File: config.mk
export PLATFORM = sky130hd
export DESIGN_NAME = alu_branch_exec
export DESIGN_NICKNAME = d
export VERILOG_FILES = /design/src/design/alu_exec_pkg.sv /design/src/design/alu_byte_unit.sv /design/src/design/return_stack_mem.sv /design/src/design/alu_branch_exec.sv
export VERILOG_INCLUDE_DIRS = /design/src /design/src/design
export SDC_FILE = /design/constraint.sdc
export NUM_CORES = 1
export LEC_CHECK = 0
export BUFFER_PORTS_ARGS = -buffer_cell sky130_fd_sc_hd__buf_4
export CAP_MARGIN = 40
export CORE_AREA = 2 2 269 271
export DETAILED_ROUTE_END_ITERATION = 8
export DIE_AREA = 0 0 271 273
export MAX_ROUTING_LAYER = met4
export SETUP_SLACK_MARGIN = 0.15
export SYNTH_ARGS = -nofsm -noshare
export SYNTH_HDL_FRONTEND = slang
export SYNTH_SLANG_ARGS = --single-unit
File: constraint.sdc
create_clock -name clk_sys_in -period 12.8 [get_ports clk_sys_in]
set_clock_uncertainty 0.1 [all_clocks]
set_input_delay 1.92 -clock clk_sys_in [delete_from_list [all_inputs] [get_ports clk_sys_in]]
set_output_delay 1.92 -clock clk_sys_in [all_outputs]
set_load 0.01 [all_outputs]
File: src/design/alu_exec_defs.svh
`ifndef ALU_EXEC_DEFS_SVH
`define ALU_EXEC_DEFS_SVH

// bit positions inside the status flag byte
`define FLG_C 0
`define FLG_Z 1
`define FLG_N 2
`define FLG_V 3
`define FLG_S 4
`define FLG_H 5
`define FLG_T 6
`define FLG_I 7

// execution lengths in clock cycles
`define CYC_ONE 3'h1
`define CYC_TWO 3'h2
`define CYC_THREE 3'h3
`define CYC_CALL 3'h4
`define CYC_RET_SHORT 3'h4
`define CYC_RET_LONG 3'h5

// register port addresses
`define ADDR_FLAGS 3'h0
`define ADDR_EXT_HIGH 3'h1
`define ADDR_PC_LO 3'h2
`define ADDR_PC_MID 3'h3
`define ADDR_PC_HI 3'h4

// reset values
`define FLAGS_RST 8'h00
`define EXT_HIGH_RST 6'h00

`endif

File: src/design/alu_exec_pkg.sv
package alu_exec_pkg;

  // operations handed over by the decode stage
  typedef enum logic [5:0] {
    OP_ADD, OP_ADC, OP_SUB, OP_SBC, OP_CP, OP_CPC,
    OP_AND, OP_OR, OP_EOR, OP_SETMASK, OP_CLRMASK, OP_TEST,
    OP_WADD, OP_WSUB,
    OP_MUL, OP_MULS, OP_MULMX, OP_FMUL, OP_FMULS, OP_FMULMX,
    OP_JREL, OP_JIND, OP_JXIND, OP_CALLX, OP_RET, OP_IRET,
    OP_SKEQ, OP_SKIP_REG_CLR, OP_SKIP_REG_SET, OP_SKIP_IO_CLR, OP_SKIP_IO_SET,
    OP_BR_SET, OP_BR_CLR, OP_BR_GE, OP_BR_LT
  } op_t;

  // one decoded instruction with its operands
  typedef struct packed {
    op_t op;
    logic use_imm;
    logic [7:0] rd_val;
    logic [7:0] rr_val;
    logic [7:0] imm;
    logic [15:0] pair_val;
    logic [15:0] z_ptr;
    logic [2:0] bit_sel;
    logic [7:0] io_val;
    logic [11:0] offset;
    logic next_two_word;
  } exec_req_t;

  // write-back toward the register file
  typedef struct packed {
    logic byte_en;
    logic word_en;
    logic prod_en;
    logic [15:0] data;
  } wb_t;

endpackage

File: src/design/alu_byte_unit.sv
`timescale 1ns/10ps
`include "alu_exec_defs.svh"
module alu_byte_unit import alu_exec_pkg::*; (
  // operation and operands
  input wire op_t op_in,
  input wire logic [7:0] a_in,
  input wire logic [7:0] b_in,
  input wire logic [7:0] flags_in,
  // result
  output logic [7:0] res_out,
  output logic [7:0] flags_out,
  output logic wr_out
);
  logic [8:0] sum;
  logic ci;
  logic chain;

  // byte arithmetic and logic with flag generation
  always_comb begin
    sum = 9'h000;
    res_out = a_in;
    flags_out = flags_in;
    wr_out = 1'b0;
    ci = flags_in[`FLG_C] & (op_in == OP_ADC || op_in == OP_SBC || op_in == OP_CPC);
    chain = (op_in == OP_SBC || op_in == OP_CPC);
    unique case (op_in)
      OP_ADD, OP_ADC: begin
        sum = {1'b0, a_in} + {1'b0, b_in} + {8'h00, ci};
        res_out = sum[7:0];
        wr_out = 1'b1;
        flags_out[`FLG_C] = sum[8];
        flags_out[`FLG_H] = (a_in[3] & b_in[3]) | (b_in[3] & ~sum[3]) | (~sum[3] & a_in[3]);
        flags_out[`FLG_V] = (a_in[7] & b_in[7] & ~sum[7]) | (~a_in[7] & ~b_in[7] & sum[7]);
      end
      OP_SUB, OP_SBC, OP_CP, OP_CPC: begin
        sum = {1'b0, a_in} - {1'b0, b_in} - {8'h00, ci}; // RULE1
        res_out = sum[7:0];
        wr_out = (op_in == OP_SUB || op_in == OP_SBC); // RULE22
        flags_out[`FLG_C] = (~a_in[7] & b_in[7]) | (b_in[7] & sum[7]) | (sum[7] & ~a_in[7]);
        flags_out[`FLG_H] = (~a_in[3] & b_in[3]) | (b_in[3] & sum[3]) | (sum[3] & ~a_in[3]);
        flags_out[`FLG_V] = (a_in[7] & ~b_in[7] & ~sum[7]) | (~a_in[7] & b_in[7] & sum[7]);
      end
      OP_AND, OP_OR, OP_EOR, OP_SETMASK, OP_CLRMASK, OP_TEST: begin
        unique case (op_in)
          OP_AND: res_out = a_in & b_in; // RULE4
          OP_OR, OP_SETMASK: res_out = a_in | b_in; // RULE5
          OP_EOR: res_out = a_in ^ b_in;
          OP_CLRMASK: res_out = a_in & ~b_in; // RULE6
          default: res_out = a_in & a_in; // RULE7
        endcase
        wr_out = (op_in != OP_TEST);
        flags_out[`FLG_V] = 1'b0;
      end
      default: ;
    endcase
    // carry-chained subtracts keep zero only if it was already set
    flags_out[`FLG_Z] = (res_out == 8'h00) & (~chain | flags_in[`FLG_Z]); // RULE22
    flags_out[`FLG_N] = res_out[7];
    flags_out[`FLG_S] = res_out[7] ^ flags_out[`FLG_V];
  end
endmodule

File: src/design/return_stack_mem.sv
`timescale 1ns/10ps
module return_stack_mem #(
  parameter int WIDTH = 22,
  parameter int DEPTH = 16
) (
  // clock
  input wire logic clk_in,
  input wire logic ce_in,
  // write side
  input wire logic wr_en_in,
  input wire logic [$clog2(DEPTH)-1:0] wr_addr_in,
  input wire logic [WIDTH-1:0] wr_data_in,
  // read side, data one cycle after the enable
  input wire logic rd_en_in,
  input wire logic [$clog2(DEPTH)-1:0] rd_addr_in,
  output logic [WIDTH-1:0] rd_data_out
);
  logic [WIDTH-1:0] mem [DEPTH];

  // storage write
  always_ff @(posedge clk_in) begin
    if (ce_in && wr_en_in) begin
      mem[wr_addr_in] <= wr_data_in;
    end
  end

  // registered read, held until the next enable
  always_ff @(posedge clk_in) begin
    if (ce_in && rd_en_in) begin
      rd_data_out <= mem[rd_addr_in];
    end
  end
endmodule

File: src/design/alu_branch_exec.sv
// The register offsets and the plain strobed port were chosen for this implementation.
`timescale 1ns/10ps
`include "alu_exec_defs.svh"
// Summary of operation
// RULE1 - immediate subtract with borrow in one cycle, all six arithmetic flags
// RULE2 - word add immediate in two cycles, half-carry untouched
// RULE3 - word subtract immediate in two cycles, half-carry untouched
// RULE4 - and, or, xor in one cycle, updating only zero, negative, overflow, sign
// RULE5 - set mask bits ors the mask in, one cycle, logic flags
// RULE6 - clear mask bits ands with the inverted mask, one cycle, logic flags
// RULE7 - zero-minus test ands register with itself, value unchanged, logic flags
// RULE8 - unsigned, signed and mixed multiply into product pair, two cycles, zero and carry
// RULE9 - fractional multiplies shift the product left one, two cycles
// RULE10 - indirect jump loads pointer into low bits, clears upper bits, two cycles
// RULE11 - extended indirect jump takes upper bits from the extended high register
// RULE12 - extended indirect call pushes return address, four cycles
// RULE13 - compare skip equal skips next instruction, one to three cycles
// RULE14 - skip on register bit cleared, or set for the companion
// RULE15 - skip on io bit set, or cleared for the companion
// RULE16 - flag branch goes to pc plus offset plus one, one or two cycles
// RULE17 - signed greater-or-equal taken when negative xor overflow is zero
// RULE18 - signed less-than taken when negative xor overflow is one
// RULE19 - unsigned same-or-higher taken on carry clear, lower on carry set
// RULE20 - interrupt enable branch taken on flag set, or clear for companion
// RULE21 - half-carry branch taken on set, or clear for companion
// RULE22 - register add, subtract, compare in one cycle; compares do not write
// RULE23 - relative jump two cycles; returns four or five; interrupt return sets enable
module alu_branch_exec import alu_exec_pkg::*; #(
  parameter int PC_W = 22,
  parameter int STACK_DEPTH = 16
) (
  // clock, reset, enable
  input wire logic clk_sys_in,
  input wire logic sys_rst_in,
  input wire logic ce_in,
  // instruction from decode
  input wire logic req_valid_in,
  input wire exec_req_t req_in,
  output logic busy_out,
  output logic done_out,
  // results
  output wb_t wb_out,
  output logic [7:0] flags_out,
  output logic [PC_W-1:0] pc_out,
  // register port
  input wire logic [2:0] reg_addr_in,
  input wire logic [7:0] reg_wdata_in,
  input wire logic reg_wr_in,
  input wire logic reg_rd_in,
  output logic [7:0] reg_rdata_out
);
  localparam int SP_W = $clog2(STACK_DEPTH);
  localparam logic [2:0] RET_CYC = (PC_W > 16) ? `CYC_RET_LONG : `CYC_RET_SHORT;

  generate
    if (PC_W < 16 || PC_W > 22 || STACK_DEPTH < 2) begin : g_bad_param
      $error("alu_branch_exec: PC_W must be 16..22 and STACK_DEPTH at least 2");
    end
  endgenerate

  logic accept;
  logic commit;
  logic take;
  logic n_push;
  logic n_pop;
  logic busy_reg;
  logic done_reg;
  logic pend_pop_reg;
  logic alu_wr;
  logic mul_frac;
  logic [2:0] n_cyc;
  logic [2:0] count_reg;
  logic [7:0] opnd_b;
  logic [7:0] alu_res;
  logic [7:0] alu_flags;
  logic [7:0] n_flags;
  logic [7:0] c_flags;
  logic [7:0] flags_reg;
  logic [7:0] pend_flags_reg;
  logic [7:0] rd_data_reg;
  logic [5:0] ext_high_reg;
  logic [8:0] mul_a;
  logic [8:0] mul_b;
  logic [17:0] prod_full;
  logic [15:0] prod_res;
  logic [15:0] word_res;
  logic [21:0] ext_target;
  logic [SP_W-1:0] sp_reg;
  logic [PC_W-1:0] pc_reg;
  logic [PC_W-1:0] pc_plus1;
  logic [PC_W-1:0] n_pc;
  logic [PC_W-1:0] c_pc;
  logic [PC_W-1:0] pend_pc_reg;
  logic [PC_W-1:0] stack_rdata;
  wb_t n_wb;
  wb_t c_wb;
  wb_t wb_reg;
  wb_t pend_wb_reg;

  // selects one bit of a byte; used for register, io and flag tests
  function automatic logic bit_pick(input logic [7:0] v, input logic [2:0] s);
    return v[s];
  endfunction

  // relative target: pc plus one plus signed offset
  function automatic logic [PC_W-1:0] pc_rel(input logic [PC_W-1:0] pc,
                                              input logic [11:0] off);
    return pc + PC_W'(1) + {{(PC_W-12){off[11]}}, off};
  endfunction

  assign accept = ce_in & req_valid_in & ~busy_reg;
  assign opnd_b = req_in.use_imm ? req_in.imm : req_in.rr_val;
  assign pc_plus1 = pc_reg + PC_W'(1);
  assign ext_target = {ext_high_reg, req_in.z_ptr};

  alu_byte_unit u_alu (
    .op_in(req_in.op),
    .a_in(req_in.rd_val),
    .b_in(opnd_b),
    .flags_in(flags_reg),
    .res_out(alu_res),
    .flags_out(alu_flags),
    .wr_out(alu_wr)
  );

  // multiplier operands: sign-extend only the signed side
  always_comb begin
    mul_a = {1'b0, req_in.rd_val};
    mul_b = {1'b0, req_in.rr_val};
    if (req_in.op inside {OP_MULS, OP_MULMX, OP_FMULS, OP_FMULMX}) begin
      mul_a = {req_in.rd_val[7], req_in.rd_val}; // RULE8
    end
    if (req_in.op inside {OP_MULS, OP_FMULS}) begin
      mul_b = {req_in.rr_val[7], req_in.rr_val};
    end
    mul_frac = req_in.op inside {OP_FMUL, OP_FMULS, OP_FMULMX};
  end

  assign prod_full = $signed({{9{mul_a[8]}}, mul_a}) * $signed({{9{mul_b[8]}}, mul_b});
  assign prod_res = mul_frac ? {prod_full[14:0], 1'b0} : prod_full[15:0]; // RULE9

  // decode: result, flags, next pc and length of each instruction
  always_comb begin
    n_cyc = `CYC_ONE;
    n_wb = '0;
    n_flags = flags_reg;
    n_pc = pc_plus1;
    n_push = 1'b0;
    n_pop = 1'b0;
    take = 1'b0;
    word_res = 16'h0000;
    unique case (req_in.op)
      OP_ADD, OP_ADC, OP_SUB, OP_SBC, OP_CP, OP_CPC,
      OP_AND, OP_OR, OP_EOR, OP_SETMASK, OP_CLRMASK, OP_TEST: begin
        n_wb.byte_en = alu_wr; // RULE22
        n_wb.data = {8'h00, alu_res};
        n_flags = alu_flags; // RULE1 RULE4 RULE5 RULE6 RULE7
      end
      OP_WADD, OP_WSUB: begin
        n_cyc = `CYC_TWO; // RULE2 RULE3
        n_wb.word_en = 1'b1;
        if (req_in.op == OP_WADD) begin
          word_res = req_in.pair_val + {10'h000, req_in.imm[5:0]}; // RULE2
          n_flags[`FLG_V] = ~req_in.pair_val[15] & word_res[15];
          n_flags[`FLG_C] = ~word_res[15] & req_in.pair_val[15];
        end else begin
          word_res = req_in.pair_val - {10'h000, req_in.imm[5:0]}; // RULE3
          n_flags[`FLG_V] = req_in.pair_val[15] & ~word_res[15];
          n_flags[`FLG_C] = word_res[15] & ~req_in.pair_val[15];
        end
        n_wb.data = word_res;
        n_flags[`FLG_Z] = (word_res == 16'h0000);
        n_flags[`FLG_N] = word_res[15];
        n_flags[`FLG_S] = word_res[15] ^ n_flags[`FLG_V];
      end
      OP_MUL, OP_MULS, OP_MULMX, OP_FMUL, OP_FMULS, OP_FMULMX: begin
        n_cyc = `CYC_TWO; // RULE8 RULE9
        n_wb.prod_en = 1'b1;
        n_wb.data = prod_res;
        n_flags[`FLG_C] = prod_full[15];
        n_flags[`FLG_Z] = (prod_res == 16'h0000);
      end
      OP_JREL: begin
        n_cyc = `CYC_TWO; // RULE23
        n_pc = pc_rel(pc_reg, req_in.offset);
      end
      OP_JIND: begin
        n_cyc = `CYC_TWO;
        n_pc = PC_W'(req_in.z_ptr); // RULE10
      end
      OP_JXIND: begin
        n_cyc = `CYC_TWO;
        n_pc = ext_target[PC_W-1:0]; // RULE11
      end
      OP_CALLX: begin
        n_cyc = `CYC_CALL; // RULE12
        n_push = 1'b1;
        n_pc = ext_target[PC_W-1:0];
      end
      OP_RET, OP_IRET: begin
        n_cyc = RET_CYC; // RULE23
        n_pop = 1'b1;
        if (req_in.op == OP_IRET) begin
          n_flags[`FLG_I] = 1'b1;
        end
      end
      OP_SKEQ, OP_SKIP_REG_CLR, OP_SKIP_REG_SET, OP_SKIP_IO_CLR, OP_SKIP_IO_SET: begin
        unique case (req_in.op)
          OP_SKEQ: take = (req_in.rd_val == req_in.rr_val); // RULE13
          OP_SKIP_REG_CLR: take = ~bit_pick(req_in.rr_val, req_in.bit_sel); // RULE14
          OP_SKIP_REG_SET: take = bit_pick(req_in.rr_val, req_in.bit_sel);
          OP_SKIP_IO_SET: take = bit_pick(req_in.io_val, req_in.bit_sel); // RULE15
          default: take = ~bit_pick(req_in.io_val, req_in.bit_sel);
        endcase
        // a skipped two-word instruction costs one more cycle
        if (take) begin
          n_cyc = req_in.next_two_word ? `CYC_THREE : `CYC_TWO;
          n_pc = req_in.next_two_word ? pc_reg + PC_W'(3) : pc_reg + PC_W'(2);
        end
      end
      OP_BR_SET, OP_BR_CLR, OP_BR_GE, OP_BR_LT: begin
        unique case (req_in.op)
          OP_BR_SET: take = bit_pick(flags_reg, req_in.bit_sel); // RULE19 RULE20 RULE21
          OP_BR_CLR: take = ~bit_pick(flags_reg, req_in.bit_sel); // RULE19 RULE20 RULE21
          OP_BR_GE: take = ~(flags_reg[`FLG_N] ^ flags_reg[`FLG_V]); // RULE17
          default: take = flags_reg[`FLG_N] ^ flags_reg[`FLG_V]; // RULE18
        endcase
        if (take) begin
          n_cyc = `CYC_TWO; // RULE16
          n_pc = pc_rel(pc_reg, req_in.offset);
        end
      end
      // idle request lines may carry codes outside the operation list
      default: ;
    endcase
  end

  // commit now for single-cycle work, else when the countdown ends
  always_comb begin
    commit = 1'b0;
    c_wb = pend_wb_reg;
    c_flags = pend_flags_reg;
    c_pc = pend_pop_reg ? stack_rdata : pend_pc_reg;
    if (accept && n_cyc == `CYC_ONE) begin
      commit = 1'b1;
      c_wb = n_wb;
      c_flags = n_flags;
      c_pc = n_pc;
    end else if (ce_in && busy_reg && count_reg == 3'h1) begin
      commit = 1'b1;
    end
  end

  // return address stack
  return_stack_mem #(
    .WIDTH(PC_W),
    .DEPTH(STACK_DEPTH)
  ) u_stack (
    .clk_in(clk_sys_in),
    .ce_in(ce_in),
    .wr_en_in(accept & n_push), // RULE12
    .wr_addr_in(sp_reg),
    .wr_data_in(pc_plus1),
    .rd_en_in(accept & n_pop),
    .rd_addr_in(sp_reg - SP_W'(1)),
    .rd_data_out(stack_rdata)
  );

  // stack pointer; overflow and underflow wrap silently
  always_ff @(posedge clk_sys_in) begin
    if (sys_rst_in) begin
      sp_reg <= '0;
    end else if (ce_in && accept) begin
      if (n_push) begin
        sp_reg <= sp_reg + SP_W'(1);
      end else if (n_pop) begin
        sp_reg <= sp_reg - SP_W'(1);
      end
    end
  end

  // multi-cycle sequencing: hold results until the last cycle
  always_ff @(posedge clk_sys_in) begin
    if (sys_rst_in) begin
      busy_reg <= 1'b0;
      count_reg <= 3'h0;
      pend_wb_reg <= '0;
      pend_flags_reg <= `FLAGS_RST;
      pend_pc_reg <= '0;
      pend_pop_reg <= 1'b0;
    end else if (ce_in) begin
      if (accept && n_cyc != `CYC_ONE) begin
        busy_reg <= 1'b1;
        count_reg <= n_cyc - 3'h1;
        pend_wb_reg <= n_wb;
        pend_flags_reg <= n_flags;
        pend_pc_reg <= n_pc;
        pend_pop_reg <= n_pop;
      end else if (busy_reg) begin
        count_reg <= count_reg - 3'h1;
        busy_reg <= (count_reg != 3'h1);
      end
    end
  end

  // architectural state and result outputs
  always_ff @(posedge clk_sys_in) begin
    if (sys_rst_in) begin
      pc_reg <= '0;
      wb_reg <= '0;
      done_reg <= 1'b0;
    end else if (ce_in) begin
      done_reg <= commit;
      wb_reg <= commit ? c_wb : '0;
      if (commit) begin
        pc_reg <= c_pc;
      end
    end
  end

  // flags: a finishing instruction beats a software write in the same cycle
  always_ff @(posedge clk_sys_in) begin
    if (sys_rst_in) begin
      flags_reg <= `FLAGS_RST;
    end else if (ce_in) begin
      if (commit) begin
        flags_reg <= c_flags;
      end else if (reg_wr_in && reg_addr_in == `ADDR_FLAGS) begin
        flags_reg <= reg_wdata_in;
      end
    end
  end

  // extended high register and read-back port
  always_ff @(posedge clk_sys_in) begin
    if (sys_rst_in) begin
      ext_high_reg <= `EXT_HIGH_RST;
      rd_data_reg <= 8'h00;
    end else if (ce_in) begin
      if (reg_wr_in && reg_addr_in == `ADDR_EXT_HIGH) begin
        ext_high_reg <= reg_wdata_in[5:0];
      end
      rd_data_reg <= 8'h00;
      if (reg_rd_in) begin
        unique case (reg_addr_in)
          `ADDR_FLAGS: rd_data_reg <= flags_reg;
          `ADDR_EXT_HIGH: rd_data_reg <= {2'h0, ext_high_reg};
          `ADDR_PC_LO: rd_data_reg <= pc_reg[7:0];
          `ADDR_PC_MID: rd_data_reg <= pc_reg[15:8];
          `ADDR_PC_HI: rd_data_reg <= 8'(ext_target[21:16] & 6'h00 | 6'(pc_reg >> 16));
          default: rd_data_reg <= 8'h00;
        endcase
      end
    end
  end

  assign busy_out = busy_reg;
  assign done_out = done_reg;
  assign wb_out = wb_reg;
  assign flags_out = flags_reg;
  assign pc_out = pc_reg;
  assign reg_rdata_out = rd_data_reg;
endmodule

## Word-level counts from Yosys, hierarchy flattened

Memories as Yosys holds them, arrays and structs flattened. A register that Yosys moved wholly into a read port is not among the register bits.
Index checks and enable logic that the tools add are counted.

- Bitwise logic cells: 59
- Mux-type cells: 63
- Add/subtract/negate cells: 14
- Reduce and logical (&&, ||, !) cells: 42
- Eq/ne operators: 44
- Order comparisons: 1
- Multiply operators: 1

Operator list:

| cell | number |
|---|---|
| $mux 22 | 5 |
| $pmux 22 s5 | 1 |
| $eq 6x5->1 const B | 16 |
| $eq 6x4->1 const B | 8 |
| $mux 16 | 3 |
| $pmux 16 s3 | 1 |
| $add 22x2->22 const B | 2 |
| $mux 8 | 5 |
| $pmux 8 s5 | 1 |
| $mux 19 | 2 |
| $logic_not 16->1 | 2 |
| $pmux 8 s4 | 1 |
| $and 1x1->1 | 26 |
| $and 8x8->8 | 3 |
| $eq 6x3->1 const B | 4 |
| $pmux 8 s3 | 1 |
| $mux 1 | 23 |
| $add 22x1->22 const B | 1 |
| $add 22x22->22 | 1 |
| $eq 6x6->1 const B | 3 |
| $mux 9 | 2 |
| $add 16x6->16 | 1 |
| $mul 9x9->16 | 1 |
| $sub 16x6->16 | 1 |
| other kinds (47) | 110 |

- Input port bits: 104
- Register bits: 122
- Logic and storage cells: 244
- Bits in writable memories: 352
- Memories: 1

Memories:

| name | words | width | rd ports | clocked after Yosys merged registers in | wr ports | line | source |
|---|---|---|---|---|---|---|---|
| u_stack.mem | 16 | 22 | 1 | 1 | 1 | return_stack_mem.sv:18 | `logic [WIDTH-1:0] mem [DEPTH];` |

## Longest topological paths before layout

- Depth after elaboration: 13
- Mapped depth: 25
- Depth with buffers taken out: 23

## Hierarchy

From an unflattened synthesis, not the netlist that was laid out.

- Cell total of the unflattened synthesis: 2477
- Area total of the unflattened synthesis: 28803.9 um^2

Modules (own cells, without submodules):

| module | sequential area each (um^2) | instances | area an instance (um^2) | cells each |
|---|---|---|---|---|
| return_stack_mem | 11230.8 | 1 | 14053.5 | 585 |
| alu_branch_exec | 2442.3 | 1 | 13040.0 | 1651 |
| alu_byte_unit | 0.0 | 1 | 1710.4 | 241 |

## Least setup slack after synthesis

Ideal clock, no wire load.

- Kind: input to register
- From: input req_in[83] in the netlist's numbering
- To: register pend_flags_reg[1]
- Setup time: 132 ps
- Arrival time: 8162 ps
- Path buffers: 2
- Stages on the path: 24
- Path slack: 4406 ps
- Cell sequence: buf_2 -> or4b_2 -> a211o_1 -> buf_2 -> nand2b_1 -> fa_1 -> fa_1 -> inv_1 -> fa_1 -> fa_1 -> inv_1 -> fa_1 -> inv_1 -> ha_1 -> o21ai_0 -> o21bai_1 -> a2111o_1 -> a31o_2 -> a21oi_1 -> xnor2_1 -> nor4bb_1 -> a221o_2 -> o211ai_1 -> a21oi_1

- Longest elaborated chain between the ends: 9
- Elaborated cells on any way between the ends: 80

Ends and longest elaborated chain:

| element | line | source |
|---|---|---|
| start, declared | alu_branch_exec.sv:38 | `input wire exec_req_t req_in,` |
| parallel branches: the longest is 9 deep, another holds $mul 9x9->16 | n/a |  |
| end signal, assigned | alu_branch_exec.sv:288 | `` pend_flags_reg <= `FLAGS_RST; `` |
| end signal, assigned | alu_branch_exec.sv:296 | `pend_flags_reg <= n_flags;` |
| end, declared | alu_branch_exec.sv:79 | `logic [7:0] pend_flags_reg;` |

Several ways; the timed one is not identified. The select of a mux whose other input is x is not followed.
A chain may end at the register's enable or synchronous reset.

## Worst setup path after layout

Same ends and word-level chain as after synthesis.

==> metrics <==
slew at the pin with the worst max-slew slack around 860 ps; synthesis-stage register bit count around 500; RSZ-0062 raised after global routing false; post-synthesis async set-or-reset flop share 0%; Synth Warn # 0; Avg WL per Cell approximately 26 um; Clock transition at path regs around 70 ps; worst supply voltage drop on vdd between 0.0001 and 0.00015 V; post-route fraction of the period consumed by the critical path roughly two thirds; Root Buffer clkbuf_16; Netlist cell types 83; class of the tightest hold or removal check reg -> reg; number of DRC markers in iteration 0 slightly above 2000; Net Sw Frac 28.3%; Max Slew Vio Count 0; DIE HEIGHT about 270 um; outcome finished clean; number of ports placed on the die boundary approximately 160; CTS Buf Count 47; Lkg Pwr between 10 and 15 nW; Final Hold Fails 0; routed wire length between 90 and 100 mm; type of element capturing the critical path flip-flop; total power after layout between 3 and 4 mW; share of layout cells above drive strength 1 18.7%; Post-DRT Antenna Nets 0; CP Data Required Time 13170 ps; net switching power figure roughly 1.1 mW; flip-flop count of the largest register after layout ~350; fmax approximately 120 MHz; register name with the most flops u_stack.mem; share of synthesized area occupied by flip-flops and latches about 49%; number of cell rows 98; total power density per cell area roughly 120 nW/um^2; Syn Area/Cell 11.8 sq um; nets 2825; Combinational Power Share 19.5%; total placed instance area 30800 sq um; pin count of the biggest net entering global routing 90; final setup violation count 0; number of flops mapped to enable cells by yosys around 370; number of sinks on the clock net a little under 500; cell area after technology mapping between 20000 and 30000 sq um; Post-Syn Nets about 2700; first-pass iteration count of the detailed router 6; Core Region around 71000 sq um; number of instances in the synthesized netlist about 2400; primary flip-flop cell chosen by synthesis mapping edfxtp_1; port buffer count 162; full die area roughly 74000 sq um; clock tree from TritonCTS yes; final worst path period need 8520 ps; final std cell area, no fill 32400 sq um; post-cts repair resize count 0; sum of negative setup slack 0 ps; number of buffers on the longest clock path 3; starting density of the core 39.7%; total gr overflow 0; number of global-route vias before repair roughly 20000; P_int around 2.9 mW; Reg power frac between 40 and 50%; total vias in the final route between 20000 and 25000; Residual DRC 0; tightest hold margin ~360 ps; H-tree depth 2; max-cap viol count 0; clock network fraction of total power between 30 and 40%; arrival time reported for the critical path endpoint roughly 8900 ps; worst-skew pair later-pin latency 620 ps; initial antenna violation count 1; Detailed Place HPWL 64.2 mm; type of origin of the critical path primary input; Syn-to-layout area delta 15.1%; Post-CTS Repair Setup Buffers 0; Critical Setup Path Class in -> reg; total of hold buffers inserted after clock tree synthesis 0; wire length of the first global-routing pass 134 mm; Final Wtd Congestion approximately 0.92; vias per cell 5.86; total track usage about 25%; Die X 271 um; tightest slew margin relative to the limit about two fifths; crit-path max FO 27
cells in the mapped netlist (31+ instances only):
master	count	share of area (%)
fa_1	71	5.0
a21oi_1	98	1.7
nor3_1	53	0.94
dfxtp_1	122	8.7
nor2_1	242	3.2
clkbuf_1	115	1.5
nand3_1	31	0.55
edfxtp_1	374	40
o21ai_0	71	1.3
a211oi_1	49	1.3
a22oi_1	34	0.91
mux4_2	116	9.3
inv_1	140	1.9
xor2_1	35	1.1
mux2i_1	55	2.0
nand2_1	173	2.3
ha_1	121	5.4
xnor2_1	70	2.2
and2_1	45	1.0
power groups by stage:
stage                     logic, mW  registers, mW  clock network, mW
after CTS                     0.776           1.75               1.47
final                         0.777           1.75               1.45
after global routing          0.861           1.75               1.53
after floorplan               0.513           1.78                  0
after detailed placement      0.768           1.79                  0
after global placement        0.758           1.79                  0
cell usage in the layout, fill, tap and decap left out, types with 11 or more instances in the layout:
master / instances
edfxtp_1: 374
buf_4: 229
nor2_1: 228
nand2_1: 173
inv_1: 139
dfxtp_1: 121
ha_1: 120
mux4_2: 116
a21oi_1: 98
o21ai_0: 71
fa_1: 71
xnor2_1: 68
mux2i_1: 55
a211oi_1: 48
clkbuf_16: 47
nor3_1: 46
and2_1: 45
xor2_1: 35
a22oi_1: 34
nand3_1: 31
nand2b_1: 29
nor2b_1: 27
a222oi_1: 24
a221oi_1: 23
o22ai_1: 18
nor4_1: 13
o211ai_1: 13
o221ai_1: 12
and3_1: 12
nand4_1: 12
nor2_2: 12
clkbuf_1: 11
critical path: stages:
cell	delay, ps
buf_4	260
nand2_1	260
o32a_1	390
nor3_1	560
nand2_1	280
fa_1	550
fa_1	530
inv_1	50
fa_1	470
fa_1	540
inv_1	50
fa_1	500
inv_1	40
ha_1	340
o21ai_0	100
o21bai_1	100
a2111o_1	440
a31o_2	240
a21oi_1	170
xnor2_1	250
nor4bb_1	120
a221o_2	420
o211ai_1	190
a21oi_1	90
logic make-up after synthesis:
| group | count (synthesis) | share of synthesized area (%) |
|---|---|---|
| multiplexers | 181 | 11.6 |
| adder cells (fa/ha/maj) | 192 | 10.4 |
| buffers and inverters | 283 | 3.89 |
| flip-flops | 496 | 48.5 |
| AND/OR/NAND/NOR | 686 | 11.5 |
| XOR/XNOR | 105 | 3.26 |
| AO/OA/AOI/OAI | 440 | 10.8 |
per-stage QoR:
| stage | std cells | util (%) | worst slack [ps] |
|---|---|---|---|
| after floorplan | 2383 | - | 4410 |
| after global placement | 3417 | 43.1 | 3820 |
| after detailed placement | 3430 | 43.4 | 3660 |
| after CTS | 3516 | 45.7 | 4320 |
| after global routing | 3517 | 45.7 | 4000 |
| final | 3517 | 45.7 | 4280 |
cell type report:
type	instances	area (sq um)
repair buffers	240	1910
clock inverters	25	338
fillers	6361	38600
well taps	950	1190
clock buffers	61	1260
inverters	140	526
flip-flops and latches	496	13700
multi-input cells	1604	13500
diodes	1	2.50
metal layers:
| metal | vias to the layer above | GRT usage (%) | routed length [um] |
|---|---|---|---|
| met2 | 856 | 40.9 | 43500 |
| met4 | 0 | 6.78 | 2610 |
| met3 | 148 | 2.66 | 5700 |
| met5 | - | - | 0 |
| met1 | 10500 | 33.1 | 38500 |
| li1 | 9166 | - | - |
worst paths after layout:
| kind | start | end | slack, ps | depth (start not counted) |
|---|---|---|---|---|
| setup / recovery | req_in[83] | pend_flags_reg[1] | 4280 | 24 |
| hold / removal | pend_flags_reg[4] | pend_flags_reg[4] | 360 | 2 |
| setup reg to reg | pc_out[2] | pc_out[21] | 7820 | 17 |
| hold reg to reg | pend_flags_reg[4] | pend_flags_reg[4] | 360 | 2 |
Note: power is estimated with default switching activity, not from simulation.
